==> src/design/pdr_pkg.sv <==
package pdr_pkg;

  // Register count and widths
  localparam int          PDR_NREG      = 10;
  localparam int          PDR_IDX_W     = 4;
  localparam logic [3:0]  PDR_IDX_NONE  = 4'hF;
  localparam logic [7:0]  PDR_RESET_VAL = 8'hFF;
  localparam logic [7:0]  PDR_UNMAPPED  = 8'hFF;

  // Byte addresses of the direction registers
  localparam logic [15:0] PDR_OFS_P1  = 16'hFF21;
  localparam logic [15:0] PDR_OFS_P2  = 16'hFF22;
  localparam logic [15:0] PDR_OFS_P3  = 16'hFF23;
  localparam logic [15:0] PDR_OFS_P4  = 16'hFF24;
  localparam logic [15:0] PDR_OFS_P8  = 16'hFF28;
  localparam logic [15:0] PDR_OFS_P10 = 16'hFF2A;
  localparam logic [15:0] PDR_OFS_P11 = 16'hFF2B;
  localparam logic [15:0] PDR_OFS_P12 = 16'hFF2C;
  localparam logic [15:0] PDR_OFS_P14 = 16'hFF2E;
  localparam logic [15:0] PDR_OFS_P15 = 16'hFF2F;

  // Register index of port 8, the one only the larger variant has
  localparam logic [3:0]  PDR_IDX_P8 = 4'h4;

  // Implemented-bit masks, smaller variant (index order as above)
  localparam logic [PDR_NREG-1:0][7:0] PDR_MASK_SMALL = {
    8'h0F, 8'h0F, 8'h01, 8'h0C, 8'h03, 8'h00, 8'h01, 8'h1E, 8'h3F, 8'h0C};

  // Implemented-bit masks, larger variant
  localparam logic [PDR_NREG-1:0][7:0] PDR_MASK_LARGE = {
    8'h0F, 8'h0F, 8'h01, 8'h0E, 8'h03, 8'h01, 8'h03, 8'h1E, 8'h3F, 8'h0E};

  // One processor access to the register space
  typedef struct packed {
    logic        rd;       // Byte read
    logic        byte_wr;  // Whole-byte write
    logic        bit_wr;   // Single-bit write
    logic [2:0]  bit_sel;  // Bit position for bit_wr
    logic        bit_val;  // Value for bit_wr
    logic [15:0] addr;     // Byte address
    logic [7:0]  wdata;    // Data for byte_wr
  } pdr_req_t;

  // Address decode to register index
  function automatic logic [3:0] pdr_index(input logic [15:0] addr);
    logic [3:0] idx;
    idx = PDR_IDX_NONE;
    case (addr)
      PDR_OFS_P1:  idx = 4'h0;
      PDR_OFS_P2:  idx = 4'h1;
      PDR_OFS_P3:  idx = 4'h2;
      PDR_OFS_P4:  idx = 4'h3;
      PDR_OFS_P8:  idx = PDR_IDX_P8;
      PDR_OFS_P10: idx = 4'h5;
      PDR_OFS_P11: idx = 4'h6;
      PDR_OFS_P12: idx = 4'h7;
      PDR_OFS_P14: idx = 4'h8;
      PDR_OFS_P15: idx = 4'h9;
      default:     idx = PDR_IDX_NONE;
    endcase
    return idx;
  endfunction : pdr_index

endpackage : pdr_pkg

==> src/design/pdr_dir_reg.sv <==
module pdr_dir_reg
  import pdr_pkg::*;
#(
  parameter logic [7:0] IMPL_MASK = 8'hFF
)
(
  input  wire logic       mclk,     // System clock
  input  wire logic       reset,    // Synchronous reset, active high
  input  wire logic       sel,      // This register is addressed
  input  wire logic       byte_wr,  // Whole-byte write
  input  wire logic       bit_wr,   // Single-bit write
  input  wire logic [2:0] bit_sel,  // Bit position
  input  wire logic       bit_val,  // Bit value
  input  wire logic [7:0] wdata,    // Byte data
  output logic      [7:0] dir_reg,  // Direction bits, 1 = input
  output logic      [7:0] buf_reg   // Output buffer enables, 1 = driving
);

  logic [7:0] dir_next;
  logic [7:0] raw_next;

  // write merge, ones forced
  // Merge byte or bit write; unimplemented bits forced high
  always_comb
  begin
    raw_next = dir_reg;
    if (sel && byte_wr)
    begin
      raw_next = wdata;
    end
    else if (sel && bit_wr)
    begin
      raw_next[bit_sel] = bit_val;
    end
    dir_next = raw_next | ~IMPL_MASK;
  end

  // reset all ones
  // Direction storage; reset leaves every pin an input
  always_ff @(posedge mclk)
  begin
    if (reset)
      dir_reg <= PDR_RESET_VAL;
    else
      dir_reg <= dir_next;
  end

  // buffer on when clear
  // Buffer enable kept in its own flop so the pin driver sees no gate
  always_ff @(posedge mclk)
  begin
    if (reset)
      buf_reg <= ~PDR_RESET_VAL;
    else
      buf_reg <= ~dir_next;
  end

endmodule : pdr_dir_reg

==> src/design/pdr_port_direction.sv <==
// Functional notes
// - Every implemented direction bit sets its own pin to input or output on its own.
// - Each direction register takes both single-bit writes and whole-byte writes.
// - System reset loads every direction register with all ones, all pins inputs.
// - A zero bit turns the pin's output buffer on, a one bit turns it off.
// - Bit n of the register for port m governs pin n of port m.
// - The larger variant adds a port 8 register at FF28H with only bit 0 active.
module pdr_port_direction
  import pdr_pkg::*;
#(
  parameter bit LARGE_VARIANT = 1'b0
)
(
  input  wire logic                     mclk,        // System clock, 100 MHz
  input  wire logic                     reset,       // Synchronous reset, active high
  input  wire pdr_req_t                 req,         // Processor access, one cycle each
  output logic     [7:0]                rd_data_reg, // Read data
  output logic                          rd_valid_reg,// Read data valid pulse
  output logic     [PDR_NREG-1:0][7:0]  port_dir,    // Direction bits per port
  output logic     [PDR_NREG-1:0][7:0]  port_buf_en  // Output buffer enable per pin
);

  // implemented-bit masks
  // Fixed per variant at elaboration, so masking costs no storage
  localparam logic [PDR_NREG-1:0][7:0] MASKS =
    LARGE_VARIANT ? PDR_MASK_LARGE : PDR_MASK_SMALL;

  logic [3:0]          req_idx;
  logic                req_hit;
  logic [PDR_NREG-1:0] sel;
  logic [7:0]          rd_data_next;

  // Decode; port 8 is absent in the smaller variant
  // port 8 only large
  always_comb
  begin
    req_idx = pdr_index(req.addr);
    req_hit = (req_idx != PDR_IDX_NONE) &&
              (LARGE_VARIANT || (req_idx != PDR_IDX_P8));
  end

  // One register per port, each with its own implemented mask
  genvar gi;
  generate
    for (gi = 0; gi < PDR_NREG; gi++)
    begin : g_port
      assign sel[gi] = req_hit && (req_idx == 4'(gi));
      pdr_dir_reg #(
        .IMPL_MASK (MASKS[gi])
      ) u_dir (
        .mclk    (mclk),
        .reset   (reset),
        .sel     (sel[gi]),
        .byte_wr (req.byte_wr),
        .bit_wr  (req.bit_wr),
        .bit_sel (req.bit_sel),
        .bit_val (req.bit_val),
        .wdata   (req.wdata),
        .dir_reg (port_dir[gi]),
        .buf_reg (port_buf_en[gi])
      );

    end
  endgenerate

  // Read mux; unmapped reads return all ones like an empty register
  always_comb
  begin
    rd_data_next = PDR_UNMAPPED;
    if (req_hit)
    begin
      rd_data_next = port_dir[req_idx];
    end
  end

  // read data register
  // Held between reads so software may pick it up late
  always_ff @(posedge mclk)
  begin
    if (reset)
    begin
      rd_data_reg <= PDR_RESET_VAL;
    end
    else if (req.rd)
    begin
      rd_data_reg <= rd_data_next;
    end
  end

  // Read valid, one cycle after the request
  always_ff @(posedge mclk)
  begin
    if (reset)
    begin
      rd_valid_reg <= 1'b0;
    end
    else
    begin
      rd_valid_reg <= req.rd;
    end
  end

  // Helper state for the checks below; no reset, only read after a request
  logic [3:0]               past_idx;
  logic                     past_hit;
  logic [PDR_NREG-1:0][7:0] past_dir;
  always_ff @(posedge mclk)
  begin
    past_idx <= req_idx;
    past_hit <= req_hit;
    past_dir <= port_dir;
  end
endmodule : pdr_port_direction

==> config.mk <==
export PLATFORM = sky130hd
export DESIGN_NAME = pdr_port_direction
export DESIGN_NICKNAME = d
export VERILOG_FILES = /design/src/design/pdr_pkg.sv /design/src/design/pdr_dir_reg.sv /design/src/design/pdr_port_direction.sv
export SDC_FILE = /design/constraint.sdc
export NUM_CORES = 1
export LEC_CHECK = 0
export BUFFER_PORTS_ARGS = -buffer_cell sky130_fd_sc_hd__clkbuf_2
export CAP_MARGIN = 20
export CORE_MARGIN = 3
export CORE_UTILIZATION = 40
export CTS_BUF_LIST = sky130_fd_sc_hd__clkbuf_16
export DETAILED_ROUTE_END_ITERATION = 8
export PLACE_DENSITY = 0.72
export REMOVE_ABC_BUFFERS = 1
export SETUP_SLACK_MARGIN = 0.02
export SLEW_MARGIN = 5
export SYNTH_ARGS = -nofsm -noshare
export SYNTH_HDL_FRONTEND = slang
export SYNTH_SLANG_ARGS = --single-unit
==> constraint.sdc <==
create_clock -name mclk -period 2.25 [get_ports mclk]
set_input_delay 0.1125 -clock mclk [delete_from_list [all_inputs] [get_ports mclk]]
set_output_delay 0.1125 -clock mclk [all_outputs]
set_load 0.02 [all_outputs]
==> results of run 1 <==
kinds of logic after synthesis:
| family | synth area share |
|---|---|
| AND/OR/NAND/NOR | 0.2065 |
| multiplexers | 0.02593 |
| AO/OA/AOI/OAI | 0.2097 |
| other | 0.001921 |
| buffers and inverters | 0.2487 |
| flip-flops | 0.3073 |
cell usage after synthesis, types with 5 or more instances:
master,instances
mux2i_1,9
a21oi_1,42
dfxtp_1,60
nor3_1,11
buf_2,6
nor2_1,11
o31a_1,5
and2_1,12
clkbuf_1,21
nand4_1,7
a211oi_1,5
a31oi_1,7
o21bai_1,5
nand2_1,44
buf_4,109
or3_1,8
o21ai_0,36
inv_1,7
routing by layer:
layer  wire length, um  part of all wire  track usage
met2              5165              0.48       0.3240
met5                 0                 0            0
met1              4415              0.41       0.2381
met4               293             0.027      0.08060
met3               865             0.081      0.04138
power by group through the flow:
stage / clock, W / combinational [W] / sequential [W]
3_5_place_dp: 0 / 0.000381 / 0.00109
6_report: 0.00152 / 0.000392 / 0.00107
2_1_floorplan: 0 / 0.000252 / 0.00109
4_1_cts: 0.00155 / 0.000383 / 0.00107
5_1_grt: 0.00159 / 0.000422 / 0.00107
3_3_place_gp: 0 / 0.000379 / 0.00109
through the flow:
| step | setup WS (ns) | hold WS, ns | utilization | cells |
|---|---|---|---|---|
| after detailed placement | 0.3911 | 0.3474 | 0.4356 | 685 |
| after floorplan | 0.5541 | 0.1816 | - | 451 |
| after CTS | 0.7314 | 0.007704 | 0.4710 | 701 |
| final | 0.7181 | 0.01738 | 0.4710 | 701 |
| after global placement | 0.4709 | 0.3435 | 0.4356 | 685 |
| after global routing | 0.5924 | 0.02788 | 0.4710 | 701 |
final cells by class:
class | instances | area, um2 | share of cell area
Multi-Input combinational cell | 384 | 2133 | 0.4833
Sequential cell | 60 | 1201 | 0.2721
Timing Repair Buffer | 105 | 560.5 | 0.1270
Clock buffer | 9 | 225.2 | 0.05102
Tap cell | 129 | 161.4 | 0.03656
Clock inverter | 7 | 106.4 | 0.02409
Inverter | 7 | 26.28 | 0.005952
worst max-delay path, cell delays in order:
cell	delay, ns
clkbuf_2	0.09
nand4_2	0.15
or3_1	0.53
nor4b_4	0.41
a21boi_1	0.15
a211o_1	0.29
cells in the final DEF, fill, tap and decap left out, drive strengths merged, types with 7 or more instances in the layout:
cell and count:
dfxtp 60, inv 8, o21ai 38, a31oi 7, nor2 11, nor3 15, a21oi 42, or3 8
and2 12, conb 108, clkbuf 100, nand2 44, buf 14, mux2i 9, nand4 8
worst max path at each step:
stage            start        to  slack [ns]  depth (start not counted)
6_report       req[23]  register        0.72                          6
2_1_floorplan  req[15]  register        0.55                          5
3_3_place_gp   req[15]  register        0.47                          6
4_1_cts        req[23]  register        0.73                          6
3_5_place_dp   req[23]  register        0.39                          6
5_1_grt         req[8]  register        0.59                          6
==> flow_summary.toml, run 1 <==
[setup_path]
arrival_ns = 1.74
cp.required_ns = 2.46
r2r-end = "rd_data_reg[0]$_SDFFE_PP1P_"
r2r.worst_path.cells = 5
cp-end-kind = "register"
crit_fanout = 6
worstSetupPathType = "in -> reg"
critPathLaunchType = "input pin"
r2r_slack_ns = 0.90

[pwr]
p_int_w = 0.002210
p_switching_w = 0.0007701
p_leak_nw = 2.094
p_clk_frac = 0.511
p_sw_frac = 0.2584
ir_drop_v = 0.0002549
p_per_area_mw_per_mm2 = 675.1
total_power_w = 0.002980
seq_power_share = 0.358
p_comb_frac = 0.131

[final_layout]
fin_area_mm2 = 0.004414
area_growth_pct = 12.93
final_nets = 600
fillers = 939
diodes = 0
drive_gt1_frac = 0.2360

[floorplan]
io-pin-count = 202
die_w_um = 104.9
die_h_um = 104.9
coreArea_mm2 = 0.009371
dieArea_mm2 = 0.01099
initial_core_util = 0.4171
rows = 35

[place]
postPlaceCellArea_mm2 = 0.004083
gp_congestion = 0.8617
port_buffers = 91
hpwl_um = 8134

[clock_tree]
insertion_delay_ns = 0.32
cts_resized = 0
cts_buffers = 9
clock-root-buffer = "clkbuf_16"
clock_path_buffers = 2
cts_tree = "yes"
cts.clk_slew.worst_paths_ns = 0.05
htree_levels = 3
cts_setup_buffers = 0
clock_sinks = 60
ctsHoldBuffers = 0

[global_route]
grt_pass1_vias = 3372
grt_antenna_before_repair = 0
grt_pass1_wl_um = 17110
grtUsageTotal = 0.1928
grt_remaining_overflow = 0
grt_max_degree = 46

[detailed_routing]
wl_per_cell_um = 15.32
wirelength_um = 10740
vias_per_cell = 4.964
route.detailed.drc = 0
ant_nets = 0
dr.pass1.iters = 6
drt-initial-drc-count = 310
vias = 3480

[timing]
rsz0062_at_grt = "no"
slew_violations = 0
setup_viol = 0
tightest_slew_ns = 0.5121
finClkSkew_ns = 0.004089
finalSetupTns_ns = 0
finalCriticalPeriod_ns = 1.532
fin_crit_sh = 0.6808
fmaxAchievable_ghz = 0.6528
finalHoldViolCount = 0
relSlewSlack = 0.6568

[status]
status = "finished clean"

[yosys]
synthFlopType = "dfxtp_1"
synth_top_area_cell = "dfxtp_1"
synth_edf_count = 0
postSynthCellCount = 484
synthesis.area_mm2 = 0.003909
yosysTopAreaCellShare = 0.3073
synth_cell_types = 62
yosys_warnings = 0
postSynthAreaPerCell_um2 = 8.076
synth_seq_cells = 60
synthArstFlopShare = 0
ys_seq_area_frac = 0.3073
synth.area.top_cells = "dfxtp_1, buf_4, a21oi_1"

[min_path]
holdCritStartpoint = "reset"
min_path_cells = 2
min_to = "rd_valid_reg$_SDFF_PP0_"
hold_path_class = "in -> reg"

[job]
drv_cap = 0
(Power assumes the default switching activity.)
==> run 2: changes to the inputs <==
- clock period: 2.25 -> 1.45 ns (I/O delays scaled with it)
==> flow_summary.toml, run 2 (synthesis results as in run 1) <==
[status]
status = "finished clean"

[pwr]
seq_power_share = 0.377
p_comb_frac = 0.157
p_clk_frac = 0.466
p_leak_nw = 2.330
p_int_w = 0.003142
p_sw_frac = 0.2840
p_switching_w = 0.001246
ir_drop_v = 0.0004304
p_per_area_mw_per_mm2 = 917.3

[timing]
finalCriticalPeriod_ns = 1.379
finClkSkew_ns = 0.002970
finalHoldViolCount = 0
fin_crit_sh = 0.9512
fmaxAchievable_ghz = 0.7250
slew_violations = 0
finalSetupTns_ns = 0
rsz0062_at_grt = "yes"
setup_viol = 0
worst_slack_ns = 0.07078

[global_route]
grt_pass1_vias = 3488
grt_pass1_wl_um = 17500
grt_remaining_overflow = 0
grt_antenna_before_repair = 0
grt_max_degree = 46
grtUsageTotal = 0.1981

[place]
postPlaceCellArea_mm2 = 0.004463
port_buffers = 91
gp_congestion = 0.8869
hpwl_um = 8944
post-place-ws_ns = -0.2645
placed_cells = 734

[floorplan]
io-pin-count = 202
rows = 35
dieArea_mm2 = 0.01099
initial_core_util = 0.4171
die_w_um = 104.9
die_h_um = 104.9
coreArea_mm2 = 0.009371

[final_layout]
instances_no_fill = 753
final_common_cell = "conb_1"
area_growth_pct = 22.38
post-route-util = 0.5104
final_cell_mix = "conb_1, clkbuf_2, buf_4, dfxtp_1, nand2_1"
final_nets = 652
diodes = 0
drive_gt1_frac = 0.3013
fin_area_mm2 = 0.004783

[clock_tree]
clock_path_buffers = 2
insertion_delay_ns = 0.33
clock-root-buffer = "clkbuf_16"
clock_sinks = 60
cts_tree = "yes"
cts.clk_slew.worst_paths_ns = 0.05
cts_buffers = 9
htree_levels = 3

[setup_path]
cp-end-kind = "register"
crit_fanout = 4
cp.required_ns = 1.66
critPathLaunchType = "input pin"
worstSetupPathType = "in -> reg"
arrival_ns = 1.59

[detailed_routing]
drt-initial-drc-count = 172
route.detailed.drc = 0
wirelength_um = 11410
ant_nets = 0
wl_per_cell_um = 15.15
vias = 3646
vias_per_cell = 4.842
dr.pass1.iters = 5

[min_path]
hold_path_class = "in -> reg"

[job]
drv_cap = 0
run 2: cell types whose count changed in the layout (fill, tap and decap cells not counted), sizes merged:
| cell | previous run | this run |
|---|---|---|
| buf | 14 | 65 |
| bufinv | 3 | 1 |
| clkinv | 3 | 4 |
| clkinvlp | 0 | 1 |
| dlygate4sd3 | 0 | 1 |
run 2: metal layers:
metal  share of wire  track usage  vias up
met5               0            0        -
met4           0.016      0.05811        0
met3           0.073      0.04880       18
met2            0.49       0.3511      167
met1            0.42       0.2356     1702
li1                -            -     1759
run 2: layout make-up:
class	instances	area, um2
fillers	955	4588
multi-input cells	384	2141
inverters	7	26.28
flip-flops and latches	60	1201
clock buffers	9	225.2
well taps	129	161.4
repair buffers	157	969.7
clock inverters	7	58.81
run 2: power groups by stage:
| stage | sequential, W | clock [W] | combinational (W) |
|---|---|---|---|
| 2_1_floorplan | 0.00169 | 0 | 0.000391 |
| 3_3_place_gp | 0.00169 | 0 | 0.000665 |
| 3_5_place_dp | 0.00169 | 0 | 0.000667 |
| 4_1_cts | 0.00165 | 0.00207 | 0.000672 |
| 5_1_grt | 0.00165 | 0.00214 | 0.000737 |
| 6_report | 0.00165 | 0.00205 | 0.000688 |
run 2: what timing repair did:
item | CTS | global route
buffers inserted | 0 | 2
gates resized for setup | 0 | 3
endpoints found under the setup margin | 0 | 12
hold endpoints to repair | 1 | 0
hold buffers | 1 | 0
run 2: final timing paths:
path | start | to | slack [ns] | cells after the start
worst max-delay path | req[15] | register | 0.07 | 6
worst min-delay path | req[30] | rd_valid_reg$_SDFF_PP0_ | 0.05 | 2
worst max register to register | register | rd_data_reg[0]$_SDFFE_PP1P_ | 0.23 | 5
worst min register to register | rd_data_reg[6]$_SDFFE_PP1P_ | rd_data_reg[6]$_SDFFE_PP1P_ | 0.48 | 1
run 2: stage by stage:
stage	hold WS [ns]	total power (W)
after floorplan	0.1416	0.002083
after global placement	0.3094	0.002354
after detailed placement	0.3154	0.002356
after CTS	0.05092	0.004395
after global routing	0.06140	0.004527
final	0.05047	0.004388
run 2: critical path, stage by stage:
cell and delay, ns:
clkbuf_2 0.08, nand4bb_4 0.22, or3_4 0.39, nor4b_4 0.36, a21boi_1 0.16, a211o_1 0.30
